`src/mab_pkg.sv`:
```
// Package of constants and carrier types for the multiplexed address/data bus interface.
// What this block does
// - Each transaction runs an address phase then a data phase on shared lines.
// - Address phase drives upper address bits on shared lines 31 down to 4.
// - Address phase drives four active-low byte strobes on shared lines 3 to 0.
// - Byte strobes matter only for 32-bit ports; otherwise value is insignificant.
// - With the coprocessor bit set, strobes stay inactive on reads.
// - Write data phase drives store data taken from the write buffer.
// - Reads return one datum or four words; words go to the read buffer.
// - Byte lanes follow datum size, port width and byte ordering.
// - Low address bits valid per port width: 3:2, 3:1 or 3:0.
// - Writes and single reads show exact address, then increment if datum is wider.
// - Burst reads count low address from zero in steps of port width.
// - During reset the low address pins are configuration inputs.
// - Diagnostic pin in read address phase is high for cache miss.
// - Diagnostic pin in read data slot is high for instruction reference.
// - Address strobe is high for the first cycle in which shared lines hold a valid address.
// - Drive-release output rises once the device stops driving shared lines.
package mab_pkg;

  // ****************************************************************
  // Encodings
  // ****************************************************************
  typedef enum logic [1:0] {PW_32, PW_16, PW_8} mab_width_t;
  typedef enum logic [1:0] {SZ_BYTE, SZ_HALF, SZ_TRI, SZ_WORD} mab_size_t;

  localparam int unsigned BURST_WORDS = 4;
  localparam logic [3:0]  STROBES_OFF = 4'hF;
  localparam logic [1:0]  CFG_BYTE_BIT = 2'h0;
  localparam logic [1:0]  CFG_RSV_BIT  = 2'h1;
  localparam logic [1:0]  CFG_HALF_BIT = 2'h2;
  localparam logic [1:0]  CFG_HOLD_BIT = 2'h3;

  // ****************************************************************
  // Carrier types
  // ****************************************************************
  typedef struct packed {
    logic [31:0] addr;
    mab_size_t   size;
    mab_width_t  width;
    logic        write;
    logic        burst;
    logic        cacheMiss;
    logic        instrRef;
    logic [31:0] wdata;
  } mab_req_t;

  typedef struct packed {
    logic bootRomByteWide;
    logic reservedConfigHigh;
    logic bootRomHalfWide;
    logic extendedAddressHold;
  } mab_cfg_t;

endpackage

```
`src/mab_lane_reg.sv`:
```
// Small register memory that holds the four words of a read burst on a 32-bit port.
`timescale 1ns/1ps
module mab_lane_reg
  import mab_pkg::*;
#(
  parameter int unsigned DEPTH = 4
) (
  input  wire logic                     sys_clk,
  input  wire logic                     rst,
  input  wire logic                     wrEn,
  input  wire logic [$clog2(DEPTH)-1:0] wrIdx,
  input  wire logic [31:0]              wrData,
  input  wire logic [$clog2(DEPTH)-1:0] rdIdx,
  output logic      [31:0]              rdData
);
  logic [31:0] mem_reg [DEPTH];
  logic [31:0] rdData_reg;

  always_ff @(posedge sys_clk) begin
    if (wrEn) begin
      mem_reg[wrIdx] <= wrData;
    end
    if (rst) begin
      rdData_reg <= 32'h0000_0000;
    end else begin
      rdData_reg <= mem_reg[rdIdx];
    end
  end

  assign rdData = rdData_reg;
endmodule

```
`src/mab_bus_if.sv`:
```
// Multiplexed address/data bus engine with low address counter and reset strap capture.
`timescale 1ns/1ps
module mab_bus_if
  import mab_pkg::*;
#(
  parameter int unsigned BURST_LEN = BURST_WORDS
) (
  input  wire logic        sys_clk,
  input  wire logic        rst,
  input  wire mab_req_t    req,
  input  wire logic        reqValid,
  output logic             reqReady,
  input  wire logic        bigEndian,
  input  wire logic        readStrobesOff,
  input  wire logic        dataReady,
  input  wire logic [31:0] adIn,
  output logic      [31:0] adOut,
  output logic             adOe,
  input  wire logic [3:0]  lowAddrIn,
  output logic      [3:0]  lowAddrOut,
  output logic             lowAddrOe,
  output logic             diag,
  output logic             addrLatchEnable,
  output logic             drive_release_signal,
  output mab_cfg_t         resetConfig,
  output logic      [31:0] readWord,
  output logic             readWordValid,
  input  wire logic [1:0]  readIdx,
  output logic      [31:0] readBufData,
  output logic             done
);

  // ****************************************************************
  // Helpers
  // ****************************************************************
  function automatic logic [3:0] stepOf(input mab_width_t w);
    unique case (w)
      PW_32:   stepOf = 4'h4;
      PW_16:   stepOf = 4'h2;
      default: stepOf = 4'h1;
    endcase
  endfunction

  function automatic logic [3:0] bytesOf(input mab_size_t s);
    bytesOf = {2'b00, s} + 4'h1;
  endfunction

  function automatic logic [3:0] lanesOf(input logic [1:0] a, input mab_size_t s, input logic be);
    logic [3:0] m;
    m = 4'h0;
    for (int i = 0; i < 4; i++) begin
      if (i >= a && i < a + bytesOf(s)) begin
        m[i] = 1'b1;
      end
    end
    lanesOf = be ? {m[0], m[1], m[2], m[3]} : m;
  endfunction

  // ****************************************************************
  // Reset configuration capture
  // ****************************************************************
  logic [3:0] strapS1_reg, strapS2_reg, strapS3_reg;
  mab_cfg_t   cfg_reg, cfg_next;

  always_comb begin
    cfg_next = cfg_reg;
    if (rst && strapS2_reg == strapS3_reg) begin
      cfg_next = mab_cfg_t'(strapS3_reg);
    end
  end

  always_ff @(posedge sys_clk) begin
    strapS1_reg <= lowAddrIn;
    strapS2_reg <= strapS1_reg;
    strapS3_reg <= strapS2_reg;
    cfg_reg     <= cfg_next;
  end

  assign resetConfig = cfg_reg;
  assign lowAddrOe   = ~rst;

  // ****************************************************************
  // Transaction sequencer
  // ****************************************************************
  typedef enum {ST_IDLE, ST_ADDR, ST_HOLD, ST_TURN, ST_DATA, ST_DONE} mab_state_t;
  mab_state_t  state_reg, state_next;
  mab_req_t    cur_reg, cur_next;
  logic [3:0]  low_reg, low_next;
  logic [4:0]  left_reg, left_next;
  logic [1:0]  beat_reg, beat_next;
  logic [31:0] adOut_reg, adOut_next;
  logic        adOe_reg, adOe_next;
  logic        ale_reg, ale_next;
  logic        rel_reg, rel_next;
  logic        diag_reg, diag_next;
  logic [31:0] rword_reg, rword_next;
  logic        rvalid_reg, rvalid_next;
  logic        done_reg, done_next;
  logic [3:0]  strobes;

  always_comb begin
    strobes = ~lanesOf(req.addr[1:0], req.size, bigEndian);
    if (req.width != PW_32) begin
      strobes = STROBES_OFF;
    end
    if (!req.write && readStrobesOff) begin
      strobes = STROBES_OFF;
    end
  end

  always_comb begin
    state_next  = state_reg;
    cur_next    = cur_reg;
    low_next    = low_reg;
    left_next   = left_reg;
    beat_next   = beat_reg;
    adOut_next  = adOut_reg;
    adOe_next   = adOe_reg;
    ale_next    = ale_reg;
    rel_next    = rel_reg;
    diag_next   = diag_reg;
    rword_next  = rword_reg;
    rvalid_next = 1'b0;
    done_next   = 1'b0;
    unique case (state_reg)
      ST_IDLE: begin
        if (reqValid) begin
          cur_next   = req;
          adOut_next = {req.addr[31:4], strobes};
          adOe_next  = 1'b1;
          ale_next   = 1'b1;
          rel_next   = 1'b0;
          diag_next  = req.cacheMiss;
          low_next   = req.burst ? 4'h0 : req.addr[3:0];
          left_next  = req.burst ? 5'(BURST_LEN) : 5'h01;
          beat_next  = 2'h0;
          state_next = ST_ADDR;
        end
      end
      ST_ADDR: begin
        ale_next   = 1'b0;
        diag_next  = cur_reg.instrRef;
        if (cur_reg.burst == 1'b0 && cur_reg.width != PW_32) begin
          left_next = 5'((bytesOf(cur_reg.size) + stepOf(cur_reg.width) - 4'h1) / stepOf(cur_reg.width));
        end else if (cur_reg.burst) begin
          // A byte-wide burst needs sixteen beats, so the count is one bit wider than a nibble.
          left_next = 5'(BURST_LEN) * 5'(4'h4 / stepOf(cur_reg.width));
        end
        state_next = cfg_reg.extendedAddressHold ? ST_HOLD : ST_TURN;
      end
      ST_HOLD: begin
        state_next = ST_TURN;
      end
      ST_TURN: begin
        if (cur_reg.write) begin
          adOut_next = cur_reg.wdata;
        end else begin
          adOe_next = 1'b0;
          rel_next  = 1'b1;
        end
        state_next = ST_DATA;
      end
      ST_DATA: begin
        if (dataReady) begin
          if (!cur_reg.write) begin
            rword_next  = adIn;
            rvalid_next = 1'b1;
          end
          if (left_reg == 5'h01) begin
            adOe_next  = 1'b0;
            rel_next   = 1'b1;
            state_next = ST_DONE;
          end else begin
            low_next   = low_reg + stepOf(cur_reg.width);
            beat_next  = beat_reg + 2'h1;
            left_next  = left_reg - 5'h01;
          end
        end
      end
      ST_DONE: begin
        done_next  = 1'b1;
        state_next = ST_IDLE;
      end
    endcase
  end

  always_ff @(posedge sys_clk) begin
    if (rst) begin
      state_reg  <= ST_IDLE;
      cur_reg    <= '0;
      low_reg    <= 4'h0;
      left_reg   <= 5'h00;
      beat_reg   <= 2'h0;
      adOut_reg  <= 32'h0000_0000;
      adOe_reg   <= 1'b0;
      ale_reg    <= 1'b0;
      rel_reg    <= 1'b1;
      diag_reg   <= 1'b0;
      rword_reg  <= 32'h0000_0000;
      rvalid_reg <= 1'b0;
      done_reg   <= 1'b0;
    end else begin
      state_reg  <= state_next;
      cur_reg    <= cur_next;
      low_reg    <= low_next;
      left_reg   <= left_next;
      beat_reg   <= beat_next;
      adOut_reg  <= adOut_next;
      adOe_reg   <= adOe_next;
      ale_reg    <= ale_next;
      rel_reg    <= rel_next;
      diag_reg   <= diag_next;
      rword_reg  <= rword_next;
      rvalid_reg <= rvalid_next;
      done_reg   <= done_next;
    end
  end

  // Reads collect into the burst buffer; the two-bit beat index wraps every four beats.
  mab_lane_reg #(.DEPTH(BURST_WORDS)) uReadBuf (
    .sys_clk (sys_clk),
    .rst     (rst),
    .wrEn    (rvalid_next),
    .wrIdx   (beat_reg),
    .wrData  (adIn),
    .rdIdx   (readIdx),
    .rdData  (readBufData)
  );

  assign reqReady             = (state_reg == ST_IDLE) && !rst;
  assign adOut                = adOut_reg;
  assign adOe                 = adOe_reg;
  assign lowAddrOut           = low_reg;
  assign diag                 = diag_reg;
  assign addrLatchEnable      = ale_reg;
  assign drive_release_signal = rel_reg;
  assign readWord             = rword_reg;
  assign readWordValid        = rvalid_reg;
  assign done                 = done_reg;

  // ****************************************************************
  // Checks
  // ****************************************************************
  AST_ALE_ONE: assert property (@(posedge sys_clk) disable iff (rst)
    $rose(addrLatchEnable) |=> !addrLatchEnable) else $error("Address strobe held too long.");
  AST_ALE_ADDR: assert property (@(posedge sys_clk) disable iff (rst)
    addrLatchEnable |-> adOe && adOut[31:4] == cur_reg.addr[31:4]) else $error("Strobe without address.");
  AST_ALE_BEFORE: assert property (@(posedge sys_clk) disable iff (rst)
    addrLatchEnable |=> !addrLatchEnable ##1 !addrLatchEnable) else $error("Strobe overlaps data.");
  AST_RELEASE: assert property (@(posedge sys_clk) disable iff (rst)
    $rose(drive_release_signal) |-> !adOe) else $error("Release while driving.");
  AST_WDATA: assert property (@(posedge sys_clk) disable iff (rst)
    state_reg == ST_DATA && cur_reg.write |-> adOe && adOut == cur_reg.wdata) else $error("Bad write data.");
  AST_BURST_START: assert property (@(posedge sys_clk) disable iff (rst)
    addrLatchEnable && cur_reg.burst |-> lowAddrOut == 4'h0) else $error("Burst not from zero.");
  AST_DIAG_MISS: assert property (@(posedge sys_clk) disable iff (rst)
    addrLatchEnable && !cur_reg.write |-> diag == cur_reg.cacheMiss) else $error("Diag miss slot wrong.");
  AST_DIAG_REF: assert property (@(posedge sys_clk) disable iff (rst)
    addrLatchEnable && !cur_reg.write |=> diag == cur_reg.instrRef) else $error("Diag ref slot wrong.");
  AST_RSTROBE: assert property (@(posedge sys_clk) disable iff (rst)
    addrLatchEnable && !cur_reg.write && readStrobesOff |-> adOut[3:0] == STROBES_OFF)
    else $error("Read strobes active.");
  AST_STEP: assert property (@(posedge sys_clk) disable iff (rst)
    state_reg == ST_DATA && dataReady && left_reg != 5'h01 |=> lowAddrOut == $past(low_reg) + stepOf(cur_reg.width))
    else $error("Low address step wrong.");

  COV_WRITE: cover property (@(posedge sys_clk) disable iff (rst) state_reg == ST_DATA && cur_reg.write && done_next);
  COV_BURST: cover property (@(posedge sys_clk) disable iff (rst) cur_reg.burst && done_next);
  COV_HOLD: cover property (@(posedge sys_clk) disable iff (rst) state_reg == ST_HOLD);
  COV_NARROW: cover property (@(posedge sys_clk) disable iff (rst) cur_reg.width == PW_8 && rvalid_next);
endmodule

```
`config.mk`:
```
export PLATFORM = sky130hd
export DESIGN_NAME = mab_bus_if
export DESIGN_NICKNAME = d
export VERILOG_FILES = /design/src/mab_pkg.sv /design/src/mab_lane_reg.sv /design/src/mab_bus_if.sv
export SDC_FILE = /design/constraint.sdc
export NUM_CORES = 1
export LEC_CHECK = 0
export BUFFER_PORTS_ARGS = -buffer_cell sky130_fd_sc_hd__buf_2
export CORE_MARGIN = 2
export CORE_UTILIZATION = 25
export CTS_CLUSTER_DIAMETER = 120
export DETAILED_ROUTE_END_ITERATION = 8
export SLEW_MARGIN = 20
export SYNTH_ARGS = -nofsm -noshare
export SYNTH_HDL_FRONTEND = slang
export SYNTH_HIERARCHICAL = 1
export SYNTH_SLANG_ARGS = --single-unit
```
`constraint.sdc`:
```
create_clock -name sys_clk -period 5.2 [get_ports sys_clk]
set_input_delay 1.3 -clock sys_clk [delete_from_list [all_inputs] [get_ports sys_clk]]
set_output_delay 1.3 -clock sys_clk [all_outputs]
set_load 0.02 [all_outputs]
```
==> results of run 1 <==
routing by layer:
metal / up-vias / global-route usage (%) / wire length (µm)
met4: 4 / 3.758 / 539
met1: 4114 / 15.38 / 13310
met2: 253 / 20.49 / 14290
met5: - / 0 / 28
li1: 4158 / - / -
met3: 39 / 3.575 / 2234
worst max-delay path, cell delays in order, from the launching register on:
cell and delay [ns]:
dfxtp_1 0.34, inv_2 0.06, nand2_2 0.07, inv_2 0.06, ha_1 0.28, a21o_1 0.10, nand2_1 0.08, ha_1 0.20
nor2b_1 0.14, nor2_1 0.07, o31ai_2 0.24, ha_1 0.34, and4bb_4 0.24, o32ai_4 0.28, mux2i_2 0.30, ha_1 0.28
nand2b_1 0.08, o2bb2ai_1 0.13, nor3b_2 0.21, mux2i_1 0.19, o31a_2 0.16, ha_1 0.21, a21boi_0 0.13, o211a_1 0.23
a211oi_2 0.14, mux2_4 0.17, o22ai_1 0.07
cell usage after synthesis, drive strengths merged (16+ instances only):
cell type,count,share of area [%]
inv,27,0.87
a311oi,32,2.4
dfxtp,167,29
nor2,46,1.5
nand2,229,7.4
buf,25,1.8
mux2i,66,5.7
o22ai,37,2.0
edfxtp,132,34
o21ai,16,0.69
clkbuf,37,1.2
ha,21,2.3
a21oi,92,4.0
cell usage in the layout, fill, tap and decap left out, types with 4 or more instances in the layout:
cell type / count
a21o_1: 4
a21oi_1: 92
a311oi_1: 32
buf_2: 225
buf_4: 34
bufinv_16: 4
clkbuf_16: 36
clkbuf_8: 4
clkinv_2: 8
dfxtp_1: 167
edfxtp_1: 132
ha_1: 20
inv_1: 23
inv_2: 4
mux2i_1: 65
nand2_1: 228
nand3_1: 5
nor2_1: 45
nor2b_1: 5
nor3_1: 9
o211a_1: 4
o211ai_1: 5
o21a_1: 4
o21ai_0: 15
o22ai_1: 37
or3_1: 4
xnor2_1: 5
xor2_1: 4
cell families (layout without fill, tap and decap cells):
kind of cell / count (synthesis) / after routing
adder cells (fa/ha/maj): 24 / 24
multiplexers: 68 / 68
AO/OA/AOI/OAI: 215 / 215
AND/OR/NAND/NOR: 328 / 328
XOR/XNOR: 9 / 9
flip-flops: 299 / 299
other: 1 / 3
buffers and inverters: 89 / 352
per-stage QoR:
step	setup TNS (ns)	hold slack (ns)	util, %	area (µm²)
after floorplan	0	0.3096	-	11640
after global routing	-0.04091	0.3267	31.90	14760
after CTS	0	0.3221	31.75	14690
final	0	0.3188	31.91	14760
after global placement	0	0.3104	28.99	13410
after detailed placement	0	0.3147	28.99	13410
worst paths after layout:
path         cells past startpoint  slack (ns)                startpoint                  endpoint
max                             26        0.24  cur_reg[37]$_SDFFE_PP0P_  left_reg[0]$_SDFFE_PP0P_
min reg2reg                      0        0.32    strapS1_reg[2]$_DFF_P_    strapS2_reg[2]$_DFF_P_
min                              0        0.32    strapS1_reg[2]$_DFF_P_    strapS2_reg[2]$_DFF_P_
max reg2reg                     26        0.24  cur_reg[37]$_SDFFE_PP0P_  left_reg[0]$_SDFFE_PP0P_
cell type report:
type	instances	area (µm²)
Multi-Input combinational cell	645	3975
Inverter	27	101.3
Sequential cell	299	7307
Tap cell	607	759.5
Fill cell	4735	31500
Clock inverter	23	265.3
Antenna cell	2	5.005
Timing Repair Buffer	259	1381
Clock buffer	43	967.2
power groups by stage:
stage	clock network (W)	logic [W]	registers, W
final	0.00257	0.000907	0.00265
after detailed placement	0	0.000867	0.00270
after floorplan	0	0.000497	0.00276
after global routing	0.00275	0.00100	0.00266
after global placement	0	0.000848	0.00270
after CTS	0.00267	0.000888	0.00265
repair_timing:
action / in CTS / in global routing
endpoints found under the setup margin: 1 / 1
pin swaps: 1 / 3
gates resized for setup: 1 / 10
setup buffers: 5 / 4
hold buffers: 0 / 0
==> summary.txt, run 1 <==
Clock tree
  • Longest Clk Path Bufs: 3
  • Clk_lat worst skew: 0.54 ns
  • Clk root buf: clkbuf_16
  • CTS sink count: 299
  • Clk pin slew, worst setup/hold paths: 0.05 ns
  • CTS tree: done
  • H-Tree Level Count: 2
  • Cts bufs inserted: 36

Floorplanning
  • Die H: 219.8 µm
  • Total Die Area: 48320 µm²
  • Die Wd: 219.8 µm
  • Row cnt: 79
  • CORE AREA: 46260 µm²
  • Initial Util: 25.17%
  • Total I/O pin count: 228

STA
  • Max-slew violations: 0
  • Tcrit/Tclk final: 95.43%
  • Final Hold Fails: 0
  • Final setup margin: 0.2379 ns
  • Final setup fails: 0
  • Final setup skew: 0.01465 ns
  • Worst slew pin tran: 0.9295 ns
  • Max Freq: 201.5 MHz
  • Crit path time final: 4.962 ns
  • Slew margin rel.: 38.04%

Critical path
  • CP Data Required Time: 5.59 ns
  • Startpoint Class: flop
  • Kind of critical path: reg -> reg
  • Crit path capture type: flop
  • Max FO, Critical Path: 4
  • Worst EP arrival: 5.35 ns

Finish
  • Layout cell share with drive strength beyond 1: 27.24%
  • Final net count: 1408
  • Area growth syn-to-layout: 26.78%
  • Max reg flops: 128
  • Fin cells: 1905

Power and ir drop
  • Maximum vdd drop: 0.2307 mV
  • Lkg Pwr: 5.917 nW
  • Total Power: 0.006124 W
  • Sequential share of power: 43.3%
  • Clock power share: 41.9%
  • Pwr/cell area: 414.8 nW/µm²
  • Internal power consumption: 0.004480 W
  • Switch Pwr: 0.001644 W
  • Switching Fraction: 26.84%
  • Part of the power in combinational logic: 14.8%

Synthesis
  • Cell variety after synth: 67
  • Synth Area in Simple Gates: 12.12%
  • Largest family of logic cells by synthesized area: simple AND/OR/NAND/NOR gates
  • Fraction of registers with async set/reset: 0%
  • Mux cell area share after synthesis: 5.867%
  • Syn_nets: 1173
  • Sequential-to-total area share from yosys stat: 62.76%
  • Seq cells post-synth: 299
  • Mapped cell area: 11640 µm²
  • Adder-cell share of the synthesized area: 2.772%
  • Post-synth EDFFs: 132
  • Mapped Cells: 1033
  • Post-Syn Area per Cell: 11.27 µm²
  • Main synth FF type: dfxtp_1
  • Compound-gate portion of the synthesized area: 11.94%
  • Syn. warnings: 6
  • XOR/XNOR share of the synthesized area: 0.6770%

Global routing
  • Initial antenna violation count: 4
  • First-pass GRT wire length: 46200 µm
  • Total track usage: 12.31%
  • Vias in the first global route: 8359
  • Largest net degree at the start of global routing: 66
  • Gr ovfl total: 0

Detailed routing
  • Drt initial violations: 370
  • Via count: 8568
  • Drt total wl: 30400 µm
  • Residual DRC: 0
  • Initial DRT Pass Iterations: 5
  • Post-DRT Antenna Nets: 0
  • Vias per std cell: 4.498
  • WL/cell: 15.96 µm

Status
  • Status: complete, no violations

Place
  • Port-buffer cells: 227
  • Placement Setup Slack: 0.01514 ns
  • Post-DP HPWL: 19790 µm
  • Final GP Congestion: 0.7580
  • Placed cells: 1828

Run
  • Max cap viols: 0

Min path
  • Hold Path Class: reg -> reg
No activity file was read; power rests on OpenSTA's default activity.
==> inputs of run 2 (changes only) <==
--- a/config.mk
+++ b/config.mk
@@ -8,6 +8,7 @@
 export BUFFER_PORTS_ARGS = -buffer_cell sky130_fd_sc_hd__buf_2
 export CORE_MARGIN = 2
 export CORE_UTILIZATION = 25
+export CTS_BUF_LIST = sky130_fd_sc_hd__clkbuf_8
 export CTS_CLUSTER_DIAMETER = 120
 export DETAILED_ROUTE_END_ITERATION = 8
 export SLEW_MARGIN = 20
==> summary.txt, run 2 (synthesis results as in run 1) <==
Status
  • Status: complete, no violations (unchanged)

Min path
  • Hold Path Class: reg -> reg (unchanged)
  • Min-delay src: strapS1_reg[2]$_DFF_P_ (unchanged)
  • Cells on Worst Hold Path: 0 (unchanged)
  • Hold endpoint: strapS2_reg[2]$_DFF_P_ (unchanged)

Place
  • Port-buffer cells: 227 (unchanged)
  • Post-DP HPWL: 19790 µm (unchanged)
  • Placed cells: 1828 (unchanged)
  • DP Area: 13410 µm² (unchanged)
  • Final GP Congestion: 0.7580 (unchanged)

Finish
  • Max reg flops: 128 (unchanged)
  • Inserted Diodes: 0 (was 2)
  • Design area: 14540 µm² (was 14760 µm²)
  • Final net count: 1424 (was 1408)
  • Most frequent cells in the layout: nand2_1, buf_2, dfxtp_1, edfxtp_1, a21oi_1 (unchanged)
  • Layout cell share with drive strength beyond 1: 27.53% (was 27.24%)
  • Post-layout util: 31.43% (was 31.91%)
  • Most common cell after layout, fill and taps aside: nand2_1 (unchanged)
  • Fin cells: 1933 (was 1905)
  • Area growth syn-to-layout: 24.89% (was 26.78%)

Floorplanning
  • Row cnt: 79 (unchanged)
  • Die H: 219.8 µm (unchanged)
  • Initial Util: 25.17% (unchanged)
  • CORE AREA: 46260 µm² (unchanged)
  • Total I/O pin count: 228 (unchanged)
  • Die Wd: 219.8 µm (unchanged)
  • Total Die Area: 48320 µm² (unchanged)

Critical path
  • Cells on worst reg2reg path: 26 (unchanged)
  • Startpoint Class: flop (unchanged)
  • CP Data Required Time: 5.67 ns (was 5.59 ns)
  • Worst EP arrival: 5.43 ns (was 5.35 ns)
  • Crit path capture type: flop (unchanged)
  • Crit Reg-Reg Endpoint: left_reg[0]$_SDFFE_PP0P_ (unchanged)
  • FF-to-FF Start: cur_reg[37]$_SDFFE_PP0P_ (unchanged)
  • Setup slack, reg-to-reg: 0.24 ns (about the same)
  • Max FO, Critical Path: 4 (unchanged)
  • Kind of critical path: reg -> reg (unchanged)

Global routing
  • Vias in the first global route: 8511 (was 8359)
  • First-pass GRT wire length: 46920 µm (was 46200 µm)
  • Initial antenna violation count: 4 (unchanged)
  • Total track usage: 12.50% (was 12.31%)
  • Largest net degree at the start of global routing: 66 (unchanged)
  • Gr ovfl total: 0 (unchanged)

Run
  • Max cap viols: 0 (unchanged)

STA
  • Tcrit/Tclk final: 95.41% (was 95.43%)
  • Crit path time final: 4.961 ns (was 4.962 ns)
  • Slew margin rel.: 37.47% (was 38.04%)
  • Worst Hold Slack: 0.3218 ns (was 0.3188 ns)
  • Final setup fails: 0 (unchanged)
  • Worst slew pin tran: 0.9379 ns (was 0.9295 ns)
  • Final Hold Fails: 0 (unchanged)
  • Max-slew violations: 0 (unchanged)
  • Max Freq: 201.6 MHz (was 201.5 MHz)
  • Final setup skew: 0.01138 ns (was 0.01465 ns)

Power and ir drop
  • Pwr/cell area: 388.1 nW/µm² (was 414.8 nW/µm²)
  • Lkg Pwr: 5.870 nW (was 5.917 nW)
  • Maximum vdd drop: 0.1839 mV (was 0.2307 mV)

Detailed routing
  • Initial DRT Pass Iterations: 4 (was 5)
  • Residual DRC: 0 (unchanged)
  • Drt initial violations: 377 (was 370)
  • WL/cell: 15.95 µm (was 15.96 µm)
  • Via count: 8701 (was 8568)
  • Post-DRT Antenna Nets: 0 (unchanged)
  • Vias per std cell: 4.501 (was 4.498)
  • Drt total wl: 30840 µm (was 30400 µm)

Clock tree
  • Clk root buf: clkbuf_8 (was clkbuf_16)
  • Cts bufs inserted: 52 (was 36)
  • CTS tree: done (unchanged)
  • Cts-stage hold buffer count: 0 (unchanged)
  • H-Tree Level Count: 2 (unchanged)
  • Longest Clk Path Bufs: 3 (unchanged)
  • Clk_lat worst skew: 0.61 ns (was 0.54 ns)
  • Clk pin slew, worst setup/hold paths: 0.06 ns (was 0.05 ns)
  • CTS sink count: 299 (unchanged)
-- run 2: worst max-delay path by stage --
| stage | start | endpoint | slack [ns] | cells past startpoint |
|---|---|---|---|---|
| after floorplan | cur_reg[37]$_SDFFE_PP0P_ | left_reg[0]$_SDFFE_PP0P_ | 0.11 | 26 |
| after global placement | cur_reg[37]$_SDFFE_PP0P_ | left_reg[0]$_SDFFE_PP0P_ | 0.13 | 26 |
| after detailed placement | cur_reg[37]$_SDFFE_PP0P_ | left_reg[0]$_SDFFE_PP0P_ | 0.02 | 26 |
| after CTS | cur_reg[37]$_SDFFE_PP0P_ | left_reg[0]$_SDFFE_PP0P_ | 0.04 | 26 |
| after global routing | cur_reg[37]$_SDFFE_PP0P_ | left_reg[0]$_SDFFE_PP0P_ | -0.04 | 26 |
| final | cur_reg[37]$_SDFFE_PP0P_ | left_reg[0]$_SDFFE_PP0P_ | 0.24 | 26 |
-- run 2: metal layers --
| layer | part of all wire, % | track usage (%) | up-vias |
|---|---|---|---|
| met5 | 0.20 | 0 | - |
| met2 | 47 | 20.61 | 247 |
| met1 | 44 | 15.42 | 4204 |
| met4 | 2.1 | 4.183 | 8 |
| met3 | 7.3 | 3.961 | 57 |
| li1 | - | - | 4185 |
-- run 2: layout make-up --
class                      count  area, µm²
clock inverter                37      205.2
tap                          607      759.5
sequential                   299       7307
inverter                      27      101.3
fill                        4779      31720
clock buffer                  59      812.0
multi-input combinational    645       3975
timing repair buffer         259       1381
-- run 2: worst max-delay path, cell delays in order (launching register included) --
cell	delay, ns
dfxtp_1	0.34
inv_2	0.06
nand2_2	0.07
inv_2	0.06
ha_1	0.28
a21o_1	0.10
nand2_1	0.08
ha_1	0.20
nor2b_1	0.14
nor2_1	0.07
o31ai_2	0.24
ha_1	0.34
and4bb_4	0.24
o32ai_4	0.28
mux2i_2	0.30
ha_1	0.28
nand2b_1	0.08
o2bb2ai_1	0.13
nor3b_2	0.21
mux2i_1	0.19
o31a_2	0.16
ha_1	0.21
a21boi_0	0.13
o211a_1	0.23
a211oi_2	0.14
mux2_4	0.17
o22ai_1	0.07
-- run 2: where the power goes --
group / internal, W / switching, W
Sequential: 0.00257 / 0.0000788
Combinational: 0.000359 / 0.000547
Clock: 0.00110 / 0.000991
-- run 2: repair_timing --
item	CTS	global route
cloned	0	0
buffers inserted	5	4
pin swaps	1	3
resized for setup	1	10
setup endpoints to repair	1	1
-- run 2: per-stage QoR --
| step | setup slack [ns] | total power, W | TNS, ns |
|---|---|---|---|
| floorplan | 0.1067 | 0.003258 | 0 |
| detailed placement | 0.01514 | 0.003567 | 0 |
| global route | -0.04214 | 0.005956 | -0.04214 |
| finish | 0.2387 | 0.005643 | 0 |
| CTS | 0.03770 | 0.005729 | 0 |
| global placement | 0.1274 | 0.003543 | 0 |
